### src/core/etm_ccrb_pkg.sv
package etm_ccrb_pkg;

  ////////////////////////////////////////////////////////////////////////////
  // register map (byte addresses, one aligned 32-bit word each)
  localparam logic [7:0] ctrl_offset = 8'h00;
  localparam logic [7:0] run_offset = 8'h04;
  localparam logic [7:0] status_offset = 8'h08;

  // status word bit positions
  localparam int stat_level_pos = 0;
  localparam int stat_pin_pos = 1;
  localparam int stat_cap_pos = 2;

  // run register bit position
  localparam int run_pos = 0;

  ////////////////////////////////////////////////////////////////////////////
  // operating mode codes of the channel
  localparam logic [1:0] mode_compare = 2'h0;
  localparam logic [1:0] mode_capture = 2'h1;
  localparam logic [1:0] mode_pwm = 2'h2;
  localparam logic [1:0] mode_timer = 2'h3;

  // output function selector, compare match output mode
  localparam logic [1:0] cmp_sel_hold = 2'h0;
  localparam logic [1:0] cmp_sel_low = 2'h1;
  localparam logic [1:0] cmp_sel_high = 2'h2;
  localparam logic [1:0] cmp_sel_toggle = 2'h3;

  // output function selector, pwm / single pulse mode
  localparam logic [1:0] pwm_sel_inactive = 2'h0;
  localparam logic [1:0] pwm_sel_active = 2'h1;
  localparam logic [1:0] pwm_sel_wave = 2'h2;
  localparam logic [1:0] pwm_sel_pulse = 2'h3;

  // output function selector, capture input mode
  localparam logic [1:0] cap_sel_rise = 2'h0;
  localparam logic [1:0] cap_sel_fall = 2'h1;
  localparam logic [1:0] cap_sel_both = 2'h2;
  localparam logic [1:0] cap_sel_off = 2'h3;

  ////////////////////////////////////////////////////////////////////////////
  // control register layout, msb first
  typedef struct packed {
    logic [1:0] mode;
    logic [1:0] chb_outfunc_sel;
    logic chb_output_level_ctrl;
    logic chb_output_invert;
    logic pwm_align_hi;
    logic pwm_align_lo;
  } ctrl_t;

  localparam logic [7:0] ctrl_reset = 8'h00;

  typedef struct packed {
    logic psel;
    logic penable;
    logic pwrite;
    logic [7:0] paddr;
    logic [31:0] pwdata;
  } apb_req_t;

  typedef struct packed {
    logic pready;
    logic pslverr;
    logic [31:0] prdata;
  } apb_rsp_t;

  typedef struct packed {
    ctrl_t ctrl;
    logic run;
    logic pin_level;
    logic out_pin;
    logic pin_oe;
    logic cap_pulse;
    logic cap_seen;
    apb_rsp_t rsp;
  } etm_state_t;

  localparam etm_state_t state_reset = '0;

  typedef struct packed {
    logic sync_a;
    logic sync_b;
    logic last;
    logic rise;
    logic fall;
  } edge_state_t;

  localparam edge_state_t edge_reset = '0;

endpackage

### src/core/chb_edge_sync.sv
`timescale 1ns/1ps
module chb_edge_sync (
  input wire logic ref_clk,
  input wire logic reset_n,
  input wire logic pin_in,
  output logic rise,
  output logic fall
);

  etm_ccrb_pkg::edge_state_t r;
  etm_ccrb_pkg::edge_state_t next_r;

  // sync_a is read only by sync_b; edges are taken from sync_b onward
  always_comb begin
    next_r = r;
    next_r.sync_a = pin_in;
    next_r.sync_b = r.sync_a;
    next_r.last = r.sync_b;
    next_r.rise = r.sync_b & ~r.last;
    next_r.fall = ~r.sync_b & r.last;
  end

  always_ff @(posedge ref_clk) begin
    if (!reset_n) begin
      r <= etm_ccrb_pkg::edge_reset;
    end else begin
      r <= next_r;
    end
  end

  assign rise = r.rise;
  assign fall = r.fall;

endmodule // chb_edge_sync

### src/core/etm_ccrb_output_function_control.sv
// Notes on behaviour
// - pwm mode selector: 00 inactive, 01 active, 10 pwm wave, 11 single pulse.
// - compare mode: level bit gives pin level before any match, 0 low, 1 high.
// - pwm mode: level bit picks active level, 0 active low, 1 active high.
// - timer/counter mode: selector has no effect on pins; level bit acts only on run enable rising edge.
// - compare mode: match drives pin high, low or toggles, per selector.
// - compare mode, selector 00: a match leaves the pin unchanged.
// - pin loads initial level from level bit on run enable rising edge.
// - invert bit inverts output pins when set; no effect in timer/counter mode.
`timescale 1ns/1ps
module etm_ccrb_output_function_control (
  input wire logic ref_clk,
  input wire logic reset_n,
  input etm_ccrb_pkg::apb_req_t apb_req,
  output etm_ccrb_pkg::apb_rsp_t apb_rsp,
  input wire logic compare_match_b,
  input wire logic pwm_wave,
  input wire logic pulse_wave,
  input wire logic chb_capture_pin,
  output logic chb_out_pin_a,
  output logic chb_out_pin_b,
  output logic chb_out_pin_c,
  output logic chb_pin_oe,
  output logic capture_event,
  output logic timer_run_enable,
  output logic [1:0] ccrb_mode
);

  ////////////////////////////////////////////////////////////////////////////
  // state and capture pin edges

  etm_ccrb_pkg::etm_state_t r;
  etm_ccrb_pkg::etm_state_t next_r;

  logic cap_rise;
  logic cap_fall;
  logic access;
  logic done;
  logic wr;
  logic run_rise;
  logic cap_hit;
  logic active_lvl;

  chb_edge_sync u_edge (
    .ref_clk(ref_clk),
    .reset_n(reset_n),
    .pin_in(chb_capture_pin),
    .rise(cap_rise),
    .fall(cap_fall)
  );

  ////////////////////////////////////////////////////////////////////////////
  // bus qualifiers

  always_comb begin
    access = apb_req.psel & apb_req.penable;
    done = access & r.rsp.pready;
    wr = done & apb_req.pwrite;
    run_rise = wr & (apb_req.paddr == etm_ccrb_pkg::run_offset)
      & apb_req.pwdata[etm_ccrb_pkg::run_pos] & ~r.run;
  end

  ////////////////////////////////////////////////////////////////////////////
  // next state

  always_comb begin
    next_r = r;
    next_r.rsp.pready = 1'b0;
    next_r.cap_pulse = 1'b0;
    active_lvl = r.ctrl.chb_output_level_ctrl;
    cap_hit = 1'b0;

    // apb slave: pready rises one cycle into the access phase
    if (access & ~r.rsp.pready) begin
      next_r.rsp.pready = 1'b1;
      next_r.rsp.pslverr = 1'b0;
      case (apb_req.paddr)
        etm_ccrb_pkg::ctrl_offset: begin
          next_r.rsp.prdata = {24'h000000, r.ctrl};
        end
        etm_ccrb_pkg::run_offset: begin
          next_r.rsp.prdata = {31'h00000000, r.run};
        end
        etm_ccrb_pkg::status_offset: begin
          next_r.rsp.prdata = {29'h00000000, r.cap_seen, r.out_pin, r.pin_level};
        end
        default: begin
          next_r.rsp.prdata = 32'h00000000;
          next_r.rsp.pslverr = 1'b1;
        end
      endcase
    end

    // register writes take effect on the completing edge only
    if (wr) begin
      case (apb_req.paddr)
        etm_ccrb_pkg::ctrl_offset: begin
          // alignment bit 1 is read only
          next_r.ctrl = {apb_req.pwdata[7:2], r.ctrl.pwm_align_hi, apb_req.pwdata[0]};
        end
        etm_ccrb_pkg::run_offset: begin
          next_r.run = apb_req.pwdata[etm_ccrb_pkg::run_pos];
        end
        etm_ccrb_pkg::status_offset: begin
          if (apb_req.pwdata[etm_ccrb_pkg::stat_cap_pos]) begin
            next_r.cap_seen = 1'b0;
          end
        end
        default: begin
          next_r.cap_seen = next_r.cap_seen;
        end
      endcase
    end

    // output level per mode
    case (r.ctrl.mode)
      etm_ccrb_pkg::mode_compare: begin
        if (r.run & compare_match_b) begin
          case (r.ctrl.chb_outfunc_sel)
            etm_ccrb_pkg::cmp_sel_low: next_r.pin_level = 1'b0;
            etm_ccrb_pkg::cmp_sel_high: next_r.pin_level = 1'b1;
            etm_ccrb_pkg::cmp_sel_toggle: next_r.pin_level = ~r.pin_level;
            default: next_r.pin_level = r.pin_level;
          endcase
        end
      end
      etm_ccrb_pkg::mode_pwm: begin
        case (r.ctrl.chb_outfunc_sel)
          etm_ccrb_pkg::pwm_sel_inactive: next_r.pin_level = ~active_lvl;
          etm_ccrb_pkg::pwm_sel_active: next_r.pin_level = active_lvl;
          etm_ccrb_pkg::pwm_sel_wave: next_r.pin_level = pwm_wave ? active_lvl : ~active_lvl;
          default: next_r.pin_level = pulse_wave ? active_lvl : ~active_lvl;
        endcase
      end
      etm_ccrb_pkg::mode_capture: begin
        if (r.run) begin
          case (r.ctrl.chb_outfunc_sel)
            etm_ccrb_pkg::cap_sel_rise: cap_hit = cap_rise;
            etm_ccrb_pkg::cap_sel_fall: cap_hit = cap_fall;
            etm_ccrb_pkg::cap_sel_both: cap_hit = cap_rise | cap_fall;
            default: cap_hit = 1'b0;
          endcase
        end
      end
      default: begin
        // timer/counter: pin holds, selector unused; level bit only loads the pin on run enable rising edge
        next_r.pin_level = r.pin_level;
      end
    endcase

    // initial level on run enable rising edge
    if (run_rise) begin
      next_r.pin_level = r.ctrl.chb_output_level_ctrl;
    end

    // capture event; set wins over a same-cycle clear
    next_r.cap_pulse = cap_hit;
    if (cap_hit) begin
      next_r.cap_seen = 1'b1;
    end

    next_r.out_pin = next_r.pin_level
      ^ (r.ctrl.chb_output_invert & (r.ctrl.mode != etm_ccrb_pkg::mode_timer));
    next_r.pin_oe = (r.ctrl.mode != etm_ccrb_pkg::mode_capture);
  end

  always_ff @(posedge ref_clk) begin
    if (!reset_n) begin
      r <= etm_ccrb_pkg::state_reset;
    end else begin
      r <= next_r;
    end
  end

  ////////////////////////////////////////////////////////////////////////////
  // outputs

  assign apb_rsp = r.rsp;
  assign chb_out_pin_a = r.out_pin;
  assign chb_out_pin_b = r.out_pin;
  assign chb_out_pin_c = r.out_pin;
  assign chb_pin_oe = r.pin_oe;
  assign capture_event = r.cap_pulse;
  assign timer_run_enable = r.run;
  assign ccrb_mode = r.ctrl.mode;
endmodule // etm_ccrb_output_function_control

### config.mk
export PLATFORM = sky130hd
export DESIGN_NAME = etm_ccrb_output_function_control
export DESIGN_NICKNAME = d
export VERILOG_FILES = /design/src/core/etm_ccrb_pkg.sv /design/src/core/chb_edge_sync.sv /design/src/core/etm_ccrb_output_function_control.sv
export SDC_FILE = /design/constraint.sdc
export NUM_CORES = 1
export LEC_CHECK = 0
export ABC_AREA = 1
export BUFFER_PORTS_ARGS = -buffer_cell sky130_fd_sc_hd__buf_4
export CAP_MARGIN = 40
export CORE_MARGIN = 3
export CORE_UTILIZATION = 30
export DETAILED_ROUTE_END_ITERATION = 8
export GPL_TIMING_DRIVEN = 0
export PLACE_DENSITY = 0.7
export SLEW_MARGIN = 15
export SYNTH_ARGS = -nofsm -noshare
export SYNTH_HDL_FRONTEND = slang
export SYNTH_SLANG_ARGS = --single-unit
### constraint.sdc
create_clock -name ref_clk -period 1.4 [get_ports ref_clk]
set_clock_uncertainty 0.1 [all_clocks]
set_input_delay 0.14 -clock ref_clk [delete_from_list [all_inputs] [get_ports ref_clk]]
set_output_delay 0.14 -clock ref_clk [all_outputs]
set_load 0.005 [all_outputs]
# ---- Word level (Yosys, flattened, before mapping)
# Cells that the tools add are included.
dict set report totals {
  ff_bits 52
  inputBits 49
  out_inout_bits 42
  wordCells 74
}
dict set report op_classes {
  n_eq_ne 9
  n_mux 17
  bitwise 19
  n_reduce_logical 10
}
# operator count
set op_table {}
lappend op_table {{34-bit 2-to-1 mux} 1}
lappend op_table {{8-bit one-hot mux with 3 select lines} 1}
lappend op_table {{1-bit bitwise AND} 11}
lappend op_table {{1-bit 2-to-1 mux} 11}
lappend op_table {{1-bit one-hot mux with 3 select lines} 3}
lappend op_table {{8-bit by 3-bit equality test with 1-bit output, second input constant} 1}
lappend op_table {{8-bit by 4-bit equality test with 1-bit output, second input constant} 1}
lappend op_table {{8-bit zero test} 1}
lappend op_table {{2-bit equality test, second input constant} 3}
lappend op_table {{1-bit inverter} 6}
lappend op_table {{2-bit nonzero test} 3}
lappend op_table {{2-bit by 1-bit equality test with 1-bit output, second input constant} 2}
lappend op_table {{2-bit zero test} 2}
lappend op_table {{2-bit AND reduction} 2}
lappend op_table {{3-bit AND reduction} 1}
lappend op_table {{3-bit OR reduction} 1}
lappend op_table {{2-bit by 1-bit inequality test with 1-bit output, second input constant} 1}
lappend op_table {{2-bit inequality test, second input constant} 1}
lappend op_table {{1-bit one-hot mux with 2 select lines} 1}
lappend op_table {{1-bit OR} 1}
lappend op_table {{1-bit XOR} 1}

# ---- Logic depth before layout (Yosys ltp)
# Gate-level depths: netlist of the first run.
dict set report depth {
  word_depth 8
  mapped_depth 11
  ltp_nobuf 11
}

# ---- Hierarchy
# Synthesis of the first run repeated with hierarchy kept, for this count alone.
dict set report unflattened {
  cells_unflattened 210
  hier_area_um2 1535.2
}
# module n_inst cells_each area_per_inst_um2 seq_area_each_um2
set by_module_without_submodules {}
lappend by_module_without_submodules {etm_ccrb_output_function_control 1 196 1398.8 460.4}
lappend by_module_without_submodules {chb_edge_sync 1 14 136.4 100.1}

# ---- Worst setup path before layout of the first run
# OpenSTA, ideal clock, no wires.
dict set report synth_path {
  path_kind {register to register}
  from {reg r[44] in the netlist's numbering}
  to {reg r, in the netlist chb_out_pin_a}
  setup_ns 0.115
  arrival_ns 0.979
  required_ns 1.185
  setup_slack_ns 0.206
  path_stages_with_launch 10
  path_buffers 0
  synth_period_minus_slack_ns 1.194
  cell_sequence {dfxtp_1 > inv_2 > nand2_1 > nand2_1 > nand2_1 > nand3_1 > nand2_1 > nand3_2 > a21oi_1 > nor2_1}
}
dict set report synth_between {
  elab_chain_cells 6
  word_cells_on_any_way 10
  cone_classes {eq/ne (3); mux (5); bitwise (1); reduce/logical (1)}
}
# element line_no
set synth_rtl {}
lappend synth_rtl {{start, declared} etm_ccrb_output_function_control.sv:32} ;# etm_ccrb_pkg::etm_state_t r;
lappend synth_rtl {{start signal, assigned} etm_ccrb_output_function_control.sv:169} ;# r <= etm_ccrb_pkg::state_reset;
lappend synth_rtl {{start signal, assigned} etm_ccrb_output_function_control.sv:171} ;# r <= next_r;
lappend synth_rtl {{2-bit equality test (tied with other cells)} etm_ccrb_output_function_control.sv:119} ;# case (r.ctrl.chb_outfunc_sel)
lappend synth_rtl {{1-bit one-hot mux with 3 select lines} etm_ccrb_output_function_control.sv:119}
lappend synth_rtl {{1-bit 2-to-1 mux} etm_ccrb_output_function_control.sv:118} ;# if (r.run & compare_match_b) begin
lappend synth_rtl {{1-bit one-hot mux with 2 select lines *} etm_ccrb_output_function_control.sv:116} ;# case (r.ctrl.mode)
lappend synth_rtl {{1-bit 2-to-1 mux *} etm_ccrb_output_function_control.sv:152} ;# if (run_rise) begin
lappend synth_rtl {{1-bit XOR *} etm_ccrb_output_function_control.sv:163} ;# ^ (r.ctrl.chb_output_invert & (r.ctrl.mode != etm_ccrb_pkg::mode_timer));
# Mark *: on every way between the ends. The rest lies on a longest branch, timed or not.
# A chain may end at the register's enable or synchronous reset.

# ---- Worst setup path in the final report of the first run
dict set report layout_path {
  from {reg r, in the netlist apb_rsp[33]}
  to {reg r, in the netlist chb_out_pin_a}
}
dict set report layout_between {
  elab_chain_cells 7
}
# element line_no
set layout_rtl {}
lappend layout_rtl {{1-bit bitwise AND} etm_ccrb_output_function_control.sv:57} ;# done = access & r.rsp.pready;
lappend layout_rtl {{1-bit bitwise AND} etm_ccrb_output_function_control.sv:58} ;# wr = done & apb_req.pwrite;
lappend layout_rtl {{1-bit bitwise AND} etm_ccrb_output_function_control.sv:59} ;# run_rise = wr & (apb_req.paddr == etm_ccrb_pkg::run_offset)
lappend layout_rtl {{1-bit bitwise AND (2 in series)} etm_ccrb_output_function_control.sv:60} ;# & apb_req.pwdata[etm_ccrb_pkg::run_pos] & ~r.run;
lappend layout_rtl {{1-bit 2-to-1 mux} etm_ccrb_output_function_control.sv:152}
lappend layout_rtl {{1-bit XOR} etm_ccrb_output_function_control.sv:163}
# Every way passes these cells.

==> results.rst, run 1 <==
.. list-table::
   :header-rows: 1

   * - Metric
     - Value
   * - Status
     - complete, no violations
   * - Fin nets
     - 328
   * - DP HPWL
     - 2.658 mm
   * - Starting Density
     - 31.66%
   * - Number of hold-slack violations in the final timing report
     - 0
   * - Highest-count cells in the layout ignoring fill and taps
     - sky130_fd_sc_hd__buf_4 (79), sky130_fd_sc_hd__nand2_1 (37), sky130_fd_sc_hd__dfxtp_1 (25)
   * - Clock tree buffer depth
     - 2
   * - Maximum number of pins on one net before global-route repair
     - 16
   * - Fraction of post-synthesis cell area in the top cell type by area
     - 36.51%
   * - Kind of critical path
     - reg -> reg
   * - Overall power after layout
     - about 1.5 mW
   * - Number of buffers inserted during clock tree synthesis
     - 3
   * - First-pass DRT Iterations
     - 4
   * - Setup-failing EPs final
     - 0
   * - Ratio of cells with drive above 1 in the final layout
     - roughly two fifths
   * - Worst EP required
     - 1.48 ns
   * - TritonCTS clock tree
     - yes
   * - Count of vias placed by the detailed router
     - roughly 1400
   * - Total number of clock tree sinks
     - 28
   * - Power density over cell area
     - around 740 mW/mm^2
   * - Share of the yosys chip area belonging to registers
     - 36.51%
   * - Worst Setup End Kind
     - flip-flop
   * - Number of top-level pins
     - just over 90
   * - Clock latency on the worst-skew pair
     - about 0.27 ns
   * - Final wirelength
     - 3.387 mm
   * - Post-Route Setup TNS
     - 0 ns
   * - Maximum level of the CTS H-tree
     - 1
   * - Routability Congestion
     - 0.8501
   * - Peak supply drop
     - approximately 630 uV
   * - Slack of the worst reg-to-reg path
     - about 0.084 ns
   * - Critical path peak fanout
     - 3
   * - Via-to-Cell Ratio
     - between 3 and 4
   * - Per-instance average area after synthesis
     - ~7.3 um^2
   * - Layout filler cell count
     - just under 500
   * - Die extent in y
     - 77.54 um
   * - RSZ-0062 raised after global routing
     - true
   * - Number of unique standard cell types used by synthesis
     - 27
   * - Leading cell types by total area after synthesis
     - sky130_fd_sc_hd__dfxtp_1 (37%), sky130_fd_sc_hd__buf_4 (19%), sky130_fd_sc_hd__nand2_1 (9.0%), sky130_fd_sc_hd__a21oi_1 (6.2%), sky130_fd_sc_hd__inv_1 (5.6%)
   * - First-pass GRT wire length
     - ~5.5 mm
   * - Register bit total from synthesis
     - 28
   * - 1st-iter DRT viols
     - 75
   * - End-of-flow core utilization
     - 43.12%
   * - Overflow left after global routing
     - 0
   * - Hold/Removal Path Class
     - in -> reg
   * - Gate count of the mapped netlist
     - between 200 and 250
   * - CP Launch Type
     - flip-flop
   * - Netlist area before placement
     - 0.001535 mm^2
   * - Antenna violations before repair
     - 0
   * - GRT Resource Usage Total
     - 11.32%
   * - Die ar.
     - 0.006012 mm^2
   * - Final-report max-slew violation count
     - 0
   * - Number of inserted diodes
     - 0
   * - Port Buffers
     - just over 40
   * - CP Data Arrival Time
     - between 1 and 1.5 ns
   * - Clock-pin slew reported for the worst setup and hold paths after clock tree synthesis
     - 0.09 ns
   * - Yosys warnings
     - 0
   * - Area of the core
     - between 0.004 and 0.005 mm^2
   * - Layout overhead on the synthesized area
     - 36.19%
   * - Residual DRC count
     - 0
   * - Library cell with the largest summed area after synthesis
     - sky130_fd_sc_hd__dfxtp_1
   * - Leakage
     - roughly 1.1 nW
   * - Minimum hold slack
     - 0.01355 ns
   * - Average detailed-routed wire length per instance
     - 9.817 um
   * - Fin crit share
     - approximately 94%
   * - Clock period minus worst slack
     - around 1.3 ns
   * - Chip Width
     - about 78 um
   * - Clock tree root driver cell
     - sky130_fd_sc_hd__clkbuf_8
   * - Leading cell type in the layout, fill and taps excluded
     - sky130_fd_sc_hd__buf_4
   * - Antenna Nets Post-Route
     - 0
   * - Number of standard-cell rows in the floorplan
     - 25
   * - Vias in the first global route
     - roughly 1200
   * - Max capacitance violation total
     - 0
   * - Highest clock frequency the design can meet
     - between 700 and 800 MHz
final timing paths:
check | from | end | depth (start not counted)
setup / recovery | apb_rsp[33]$_SDFF_PN0_ | chb_out_pin_a$_SDFF_PN0_ | 5
hold / removal | apb_req[3] | active_lvl$_SDFFE_PN0P_ | 3
setup reg to reg | apb_rsp[33]$_SDFF_PN0_ | chb_out_pin_a$_SDFF_PN0_ | 5
hold reg to reg | u_edge.r[2]$_SDFF_PN0_ | u_edge.rise$_SDFF_PN0_ | 1
critical path, cell delays in order (launching register included):
cell and delay, ns:
sky130_fd_sc_hd__dfxtp_1 0.37, sky130_fd_sc_hd__nand4_1 0.18, sky130_fd_sc_hd__nor2_2 0.19, sky130_fd_sc_hd__nand4_1 0.15, sky130_fd_sc_hd__a21oi_1 0.18, sky130_fd_sc_hd__nor2_1 0.06
metal layers:
metal | track usage, % | vias up | wire, um
li1 | - | 736 | -
met1 | 14.52 | 578 | 1447
met2 | 19.00 | 60 | 1618
met3 | 3.480 | 2 | 309
met4 | 1.779 | 0 | 12
met5 | 0 | - | 0
what timing repair did:
item | 4_1_cts | 5_1_grt
buffers inserted | 0 | 0
hold buffers | 1 | 0
endpoints found under the setup margin | 0 | 10
resized for setup | 0 | 6
endpoints found under the hold margin | 1 | 0
through the flow:
stage / instances / cell area (um^2) / setup WS, ns
floorplan: 232 / 1622 / 0.2063
global placement: 340 / 2013 / 0.05286
detailed placement: 340 / 2013 / 0.05469
CTS: 345 / 2078 / 0.007083
global route: 345 / 2091 / -0.04815
finish: 345 / 2091 / 0.08416
where the power goes:
group	total [mW]	leakage, nW	internal [mW]	switching, mW
Combinational	0.226	0.856	0.132	0.0934
Sequential	0.820	0.229	0.812	0.00823
Clock	0.500	0.0288	0.252	0.248
sequential cells by signal, summed over array words and instances, names as in the netlist:
name              cells
active_lvl            1
apb_rsp              10
capture_event         1
ccrb_mode             2
chb_out_pin_a         1
chb_pin_oe            1
r                     6
timer_run_enable      1
u_edge.fall           1
u_edge.next_r         2
u_edge.r              1
u_edge.rise           1
synth_stat cells, drive strengths merged:
cell type	count
dfxtp	28
o2111ai	1
a21oi	20
nor2	14
nor3	1
nand3	13
nand4	2
inv	29
a31o	1
conb	1
nand2	40
o211ai	1
o21ai	16
buf	41
clkbuf	1
cells by family after synthesis:
group / share of synthesized area, %
buffers and inverters: 27.30
and+or+nand+nor: 21.76
AOI/OAI and AO/OA: 14.18
DFF: 36.51
other: 0.2443
area by class of cell:
type / count / area, um^2 / area share [%]
well taps: 67 / 83.83 / 4.010
repair buffers: 42 / 317.8 / 15.20
multi-input cells: 133 / 648.1 / 31.00
plain buffers: 42 / 310.3 / 14.84
clock buffers: 4 / 55.05 / 2.633
inverters: 29 / 108.9 / 5.206
flip-flops and latches: 28 / 566.8 / 27.11
(Power assumes the default switching activity.)
==> run 2: changes to the inputs <==
--- a/config.mk
+++ b/config.mk
@@ -7,8 +7,8 @@
 export LEC_CHECK = 0
 export ABC_AREA = 1
 export BUFFER_PORTS_ARGS = -buffer_cell sky130_fd_sc_hd__buf_4
-export CAP_MARGIN = 40
-export CORE_MARGIN = 3
+export CAP_MARGIN = 10
+export CORE_MARGIN = 2
 export CORE_UTILIZATION = 30
 export DETAILED_ROUTE_END_ITERATION = 8
 export GPL_TIMING_DRIVEN = 0
==> results.rst, run 2 (synthesized netlist as in run 1, its figures left out) <==
.. list-table::
   :header-rows: 1

   * - Metric
     - Value
   * - Status
     - complete, no violations
   * - Number of hold-slack violations in the final timing report
     - 0 (unchanged)
   * - Most Frequent Cell on Critical Path
     - sky130_fd_sc_hd__nand4_1
   * - Worst Setup End Kind
     - flip-flop
   * - Number of inserted diodes
     - 0 (unchanged)
   * - Hold/Removal Path Class
     - in -> reg
   * - Average detailed-routed wire length per instance
     - 9.057 um (-7.7%)
   * - Count of vias placed by the detailed router
     - 1385 (+0.65%)
   * - Clock tree buffer depth
     - 2 (unchanged)
   * - Number of top-level pins
     - 91 (unchanged)
   * - Worst Slack Setup Final
     - 0.08913 ns (+0.004969 ns)
   * - Maximum level of the CTS H-tree
     - 1 (unchanged)
   * - Slowest stage delay, CP
     - 0.36 ns (about the same)
   * - Via-to-Cell Ratio
     - 3.968 (-0.50%)
   * - Chip Width
     - 75.54 um (-2.6%)
   * - 1st-iter DRT viols
     - 47 (-37%)
   * - Antenna violations before repair
     - 0 (unchanged)
   * - Leakage
     - 1.127 nW (+1.1%)
   * - Area of the core
     - 0.005010 mm^2 (+3.3%)
   * - Die ar.
     - 0.005706 mm^2 (-5.1%)
   * - Critical path peak fanout
     - 3 (unchanged)
   * - RSZ-0062 raised after global routing
     - true
   * - Placed cells
     - 343 (+0.88%)
   * - Clock tree root driver cell
     - sky130_fd_sc_hd__clkbuf_8
   * - Overall power after layout
     - 1.671 mW (+8.1%)
   * - DP HPWL
     - 2.626 mm (-1.2%)
   * - Worst-case setup slack after placement
     - 0.04354 ns (-0.01115 ns)
   * - Starting Density
     - 30.64% (-1.0 points)
   * - Clock period minus worst slack
     - 1.311 ns (-0.004969 ns)
   * - Antenna Nets Post-Route
     - 0 (unchanged)
   * - Final-report max-slew violation count
     - 0 (unchanged)
   * - Number of standard-cell rows in the floorplan
     - 26 (+4.0%)
   * - Minimum hold slack
     - 0.01894 ns (+0.005381 ns)
   * - TritonCTS clock tree
     - yes
   * - Max capacitance violation total
     - 0 (unchanged)
   * - End-of-flow core utilization
     - 42.41% (-0.71 points)
   * - Overflow left after global routing
     - 0 (unchanged)
   * - Footprint of the multi-input gates
     - 655.6 um^2 (+1.2%)
   * - Power density over cell area
     - 786.4 mW/mm^2 (+6.3%)
   * - Number of buffers inserted during clock tree synthesis
     - 3 (unchanged)
   * - Clock latency on the worst-skew pair
     - 0.27 ns (about the same)
   * - Critical path, cell by cell
     - nand4_1 > nor2_2 > nand4_1 > a21oi_2 > nor2_1
   * - Port Buffers
     - 41 (unchanged)
   * - Die extent in y
     - 75.54 um (-2.6%)
   * - First-pass DRT Iterations
     - 4 (unchanged)
   * - Worst EP required
     - 1.48 ns (about the same)
   * - Setup-failing EPs final
     - 0 (unchanged)
   * - Fin nets
     - 329 (+0.30%)
   * - Highest clock frequency the design can meet
     - 762.9 MHz (+0.38%)
   * - Clock-pin slew reported for the worst setup and hold paths after clock tree synthesis
     - 0.09 ns (about the same)
   * - Routability Congestion
     - 0.8976 (+5.6%)
   * - Ratio of cells with drive above 1 in the final layout
     - 40.86% (+1.7 points)
   * - CP Data Arrival Time
     - 1.39 ns (about the same)
   * - First-pass GRT wire length
     - 5.209 mm (-6.1%)
   * - Layout overhead on the synthesized area
     - 38.39%
   * - Kind of critical path
     - reg -> reg
   * - Total number of clock tree sinks
     - 28 (unchanged)
   * - Layout filler cell count
     - 541 (+9.5%)
   * - Non-filler cells in the finished layout
     - 349 (+1.2%)
   * - Sequential cell area in the final layout
     - 565.5 um^2 (-0.22%)
   * - CP Launch Type
     - flip-flop
   * - Residual DRC count
     - 0 (unchanged)
   * - GRT Resource Usage Total
     - 11.88% (+0.56 points)
   * - Cell at the slowest stage of the critical path
     - sky130_fd_sc_hd__dfxtp_2
   * - Instance area at placement
     - 0.002017 mm^2 (+0.19%)
   * - Final standard cell area without fillers
     - 0.002125 mm^2 (+1.6%)
   * - Vias in the first global route
     - 1211 (-2.5%)
   * - Final wirelength
     - 3.161 mm (-6.7%)
   * - Largest register FFs
     - 10 (unchanged)
   * - Peak supply drop
     - 711.9 uV (+13%)
   * - Fin crit share
     - 93.63% (-0.35 points)
   * - Hold path cells
     - 3 (unchanged)
   * - Highest-count cells in the layout ignoring fill and taps
     - sky130_fd_sc_hd__buf_4 (80), sky130_fd_sc_hd__nand2_1 (37), sky130_fd_sc_hd__conb_1 (24), sky130_fd_sc_hd__dfxtp_1 (24), sky130_fd_sc_hd__inv_1 (22)
   * - Maximum number of pins on one net before global-route repair
     - 17 (+1)
   * - Post-Route Setup TNS
     - 0 ns (unchanged)
   * - Leading cell type in the layout, fill and taps excluded
     - sky130_fd_sc_hd__buf_4
   * - R2R cell count
     - 5 (unchanged)
-- run 2: changes by cell type in the layout (fill, tap and decap cells not counted), sizes merged --
cell / previous run / this run
buf: 82 / 83
bufinv: 0 / 1
clkbuf: 5 / 4
-- run 2: timing repair --
action,4_1_cts,5_1_grt
endpoints found under the hold margin,1,0
buffers inserted,0,1
gates resized for setup,0,9
endpoints found under the setup margin,0,12
hold buffers,1,0
-- run 2: final timing paths --
check	start	to	slack, ns
max	apb_rsp[33]$_SDFF_PN0_	chb_out_pin_a$_SDFF_PN0_	0.09
min	apb_req[3]	active_lvl$_SDFFE_PN0P_	0.02
max reg2reg	apb_rsp[33]$_SDFF_PN0_	chb_out_pin_a$_SDFF_PN0_	0.09
min reg2reg	u_edge.next_r[2]$_SDFF_PN0_	u_edge.fall$_SDFF_PN0_	0.31
-- run 2: per-layer routing --
layer / GRT usage, % / vias up / wire, um
met5: 0 / - / 0
met2: 20.58 / 43 / 1544
met1: 14.60 / 603 / 1368
li1: - / 734 / -
met3: 3.439 / 5 / 217
met4: 2.729 / 0 / 31
-- run 2: final cells by class --
type / instances / area share, %
clock inverters: 1 / 1.413
repair buffers: 43 / 15.31
multi-input cells: 133 / 30.86
clock buffers: 3 / 1.943
well taps: 70 / 4.122
flip-flops and latches: 28 / 26.62
inverters: 29 / 5.124
plain buffers: 42 / 14.61
-- run 2: worst max-delay path, delay by kind of cell, from the launching register on --
kind               cells  cell delay (ns)
and+or+nand+nor        4             0.59
DFF                    1             0.36
AOI/OAI and AO/OA      1             0.17
-- run 2: report_power, final --
part / switching, mW / leakage [nW] / total, mW / internal [mW]
combinational: 0.0921 / 0.862 / 0.225 / 0.133
sequential: 0.00763 / 0.230 / 0.822 / 0.814
clock: 0.241 / 0.0357 / 0.624 / 0.383
==> run 3: changes to the inputs <==
==> constraint.sdc (replaced) <==
create_clock -name ref_clk -period 1.4 [get_ports ref_clk]
set_clock_uncertainty 0.1 [all_clocks]
set_input_delay 0.35 -clock ref_clk [delete_from_list [all_inputs] [get_ports ref_clk]]
set_output_delay 0.35 -clock ref_clk [all_outputs]
set_load 0.005 [all_outputs]
==> results.rst, run 3 (synthesized netlist as in run 1, its figures left out) <==
.. list-table::
   :header-rows: 1

   * - Metric
     - Value
   * - DP HPWL
     - 2.626 mm (unchanged)
   * - Worst-case setup slack after placement
     - -0.1479 ns (-0.1914 ns)
   * - Slowest stage delay, CP
     - 0.41 ns (+0.05 ns)
   * - Antenna Nets Post-Route
     - 0 (unchanged)
   * - Final standard cell area without fillers
     - 0.002116 mm^2 (-0.41%)
   * - Overflow left after global routing
     - 0 (unchanged)
   * - Via-to-Cell Ratio
     - 3.989 (+0.50%)
   * - Worst EP required
     - 0.95 ns (-0.53 ns)
   * - Final wirelength
     - 3.142 mm (-0.60%)
   * - Clock tree buffer depth
     - 2 (unchanged)
   * - Layout filler cell count
     - 541 (unchanged)
   * - Cell at the slowest stage of the critical path
     - sky130_fd_sc_hd__dfxtp_1
   * - CP Data Arrival Time
     - 0.90 ns (-0.49 ns)
   * - Clock tree root driver cell
     - sky130_fd_sc_hd__clkbuf_8
   * - Routability Congestion
     - 0.8976 (unchanged)
   * - Sequential cell area in the final layout
     - 566.8 um^2 (+0.22%)
   * - Slack of the worst reg-to-reg path
     - 0.09 ns (about the same)
   * - End of the worst register-to-register path
     - chb_out_pin_a$_SDFF_PN0_
   * - Layout overhead on the synthesized area
     - 37.82%
   * - Number of standard-cell rows in the floorplan
     - 26 (unchanged)
   * - Critical path peak fanout
     - 5 (+2)
   * - Average detailed-routed wire length per instance
     - 9.029 um (-0.32%)
   * - Peak supply drop
     - 712.1 uV (about the same)
   * - Worst setup startpoint
     - ccrb_mode[0]$_SDFFE_PN0P_
   * - Placed cells
     - 343 (unchanged)
   * - 1st-iter DRT viols
     - 41 (-13%)
   * - Clock period minus worst slack
     - 1.353 ns (+0.04255 ns)
   * - Number of top-level pins
     - 91 (unchanged)
   * - Count of vias placed by the detailed router
     - 1388 (+0.22%)
   * - First-pass DRT Iterations
     - 4 (unchanged)
   * - Overall power after layout
     - 1.668 mW (-0.14%)
   * - Clock latency on the worst-skew pair
     - 0.27 ns (about the same)
   * - Cell count along the critical path
     - 2 (-3)
   * - Footprint of the multi-input gates
     - 655.6 um^2 (unchanged)
   * - Number of buffers inserted during clock tree synthesis
     - 3 (unchanged)
   * - First-pass GRT wire length
     - 5.209 mm (unchanged)
   * - Worst setup path endpoint
     - ccrb_mode[0]
   * - Clock-pin slew reported for the worst setup and hold paths after clock tree synthesis
     - 0.09 ns (about the same)
   * - Max capacitance violation total
     - 0 (unchanged)
   * - Non-filler cells in the finished layout
     - 348 (-0.29%)
   * - TritonCTS clock tree
     - yes
   * - R2R cell count
     - 5 (unchanged)
   * - Largest register FFs
     - 10 (unchanged)
   * - Power density over cell area
     - 788.5 mW/mm^2 (+0.28%)
   * - Maximum number of pins on one net before global-route repair
     - 17 (unchanged)
   * - CTS hold repair buffers
     - 0 (-1)
   * - Residual DRC count
     - 0 (unchanged)
   * - Instance area at placement
     - 0.002017 mm^2 (unchanged)
   * - Leakage
     - 1.123 nW (-0.32%)
   * - Kind of critical path
     - reg -> out
   * - Die ar.
     - 0.005706 mm^2 (unchanged)
   * - Critical path, cell by cell
     - buf_4 > buf_4
   * - Port Buffers
     - 41 (unchanged)
   * - Number of inserted diodes
     - 0 (unchanged)
   * - Most Frequent Cell on Critical Path
     - sky130_fd_sc_hd__buf_4
   * - Leading cell type in the layout, fill and taps excluded
     - sky130_fd_sc_hd__buf_4
   * - CP Launch Type
     - flip-flop
   * - Antenna violations before repair
     - 0 (unchanged)
   * - Area of the core
     - 0.005010 mm^2 (unchanged)
   * - Cell family contributing the most delay on the critical path
     - flip-flops
   * - Status
     - complete, no violations
   * - Final-report max-slew violation count
     - 0 (unchanged)
   * - Vias in the first global route
     - 1211 (unchanged)
   * - Worst Setup End Kind
     - primary output
   * - Number of hold-slack violations in the final timing report
     - 0 (unchanged)
   * - Highest clock frequency the design can meet
     - 738.9 MHz (-3.1%)
   * - Hold/Removal Path Class
     - in -> reg
   * - Ratio of cells with drive above 1 in the final layout
     - 41.37% (+0.51 points)
   * - RSZ-0062 raised after global routing
     - true
   * - Fin nets
     - 328 (-0.30%)
   * - GRT Resource Usage Total
     - 11.88% (unchanged)
   * - Starting Density
     - 30.64% (unchanged)
   * - Maximum level of the CTS H-tree
     - 1 (unchanged)
   * - Total number of clock tree sinks
     - 28 (unchanged)
   * - End-of-flow core utilization
     - 42.23% (-0.17 points)
   * - Fin crit share
     - 96.67% (+3.0 points)
   * - Highest-count cells in the layout ignoring fill and taps
     - sky130_fd_sc_hd__buf_4 (80), sky130_fd_sc_hd__nand2_1 (37), sky130_fd_sc_hd__conb_1 (24)
   * - R2R Path Start
     - apb_rsp[33]$_SDFF_PN0_
   * - Buffering stage count on the worst path with inverters included
     - 2 (+2)
   * - Chip Width
     - 75.54 um (unchanged)
   * - Die extent in y
     - 75.54 um (unchanged)
   * - Worst Slack Setup Final
     - 0.04658 ns (-0.04255 ns)
   * - Setup-failing EPs final
     - 0 (unchanged)
-- run 3: changes by cell type in the layout (fill, tap and decap cells not counted) --
cell                            delta
sky130_fd_sc_hd__dfxtp_1           -1
sky130_fd_sc_hd__dfxtp_2           +1
sky130_fd_sc_hd__dlygate4sd3_1     -1
-- run 3: routing by layer --
| metal | global-route usage [%] | wire, um |
|---|---|---|
| met1 | 14.60 | 1347 |
| met2 | 20.58 | 1538 |
| met4 | 2.729 | 31 |
| met3 | 3.439 | 224 |
| met5 | 0 | 0 |
-- run 3: worst min path at each step --
stage / end / cells after the start / startpoint / slack (ns)
floorplan: u_edge.fall$_SDFF_PN0_ / 1 / u_edge.next_r[2]$_SDFF_PN0_ / 0.29
global placement: u_edge.next_r[2]$_SDFF_PN0_ / 2 / u_edge.next_r[3]$_SDFF_PN0_ / 0.29
detailed placement: u_edge.fall$_SDFF_PN0_ / 1 / u_edge.next_r[2]$_SDFF_PN0_ / 0.30
CTS: u_edge.next_r[3]$_SDFF_PN0_ / 3 / chb_capture_pin / 0.15
global route: u_edge.next_r[3]$_SDFF_PN0_ / 3 / chb_capture_pin / 0.17
finish: u_edge.next_r[3]$_SDFF_PN0_ / 3 / chb_capture_pin / 0.16
-- run 3: what timing repair did --
| item | CTS | global route |
|---|---|---|
| resized for setup | 1 | 9 |
| setup endpoints to repair | 1 | 12 |
| pin swaps | 0 | 1 |
| cloned | 0 | 0 |
| buffers inserted | 0 | 1 |
-- run 3: area by class of cell --
| type | instances | share of cell area [%] |
|---|---|---|
| buffer | 42 | 14.67 |
| sequential | 28 | 26.79 |
| inverter | 29 | 5.145 |
| multi-input combinational | 133 | 30.99 |
| timing repair buffer | 42 | 14.90 |
| clock inverter | 1 | 1.419 |
| clock buffer | 3 | 1.952 |
| tap | 70 | 4.140 |
-- run 3: worst min-delay path: stages --
cell	delay [ns]
sky130_fd_sc_hd__buf_4	0.08
sky130_fd_sc_hd__nand2_1	0.04
sky130_fd_sc_hd__inv_1	0.04
-- run 3: through the flow --
stage	hold slack [ns]	setup TNS [ns]
floorplan	0.2894	0
global placement	0.2937	-1.029
detailed placement	0.2984	-1.231
CTS	0.1520	0
global route	0.1696	-0.05397
finish	0.1569	0
-- run 3: report_power, final --
part	switching, mW	internal, mW
Combinational	0.0916	0.131
Sequential	0.00763	0.814
Clock	0.241	0.383
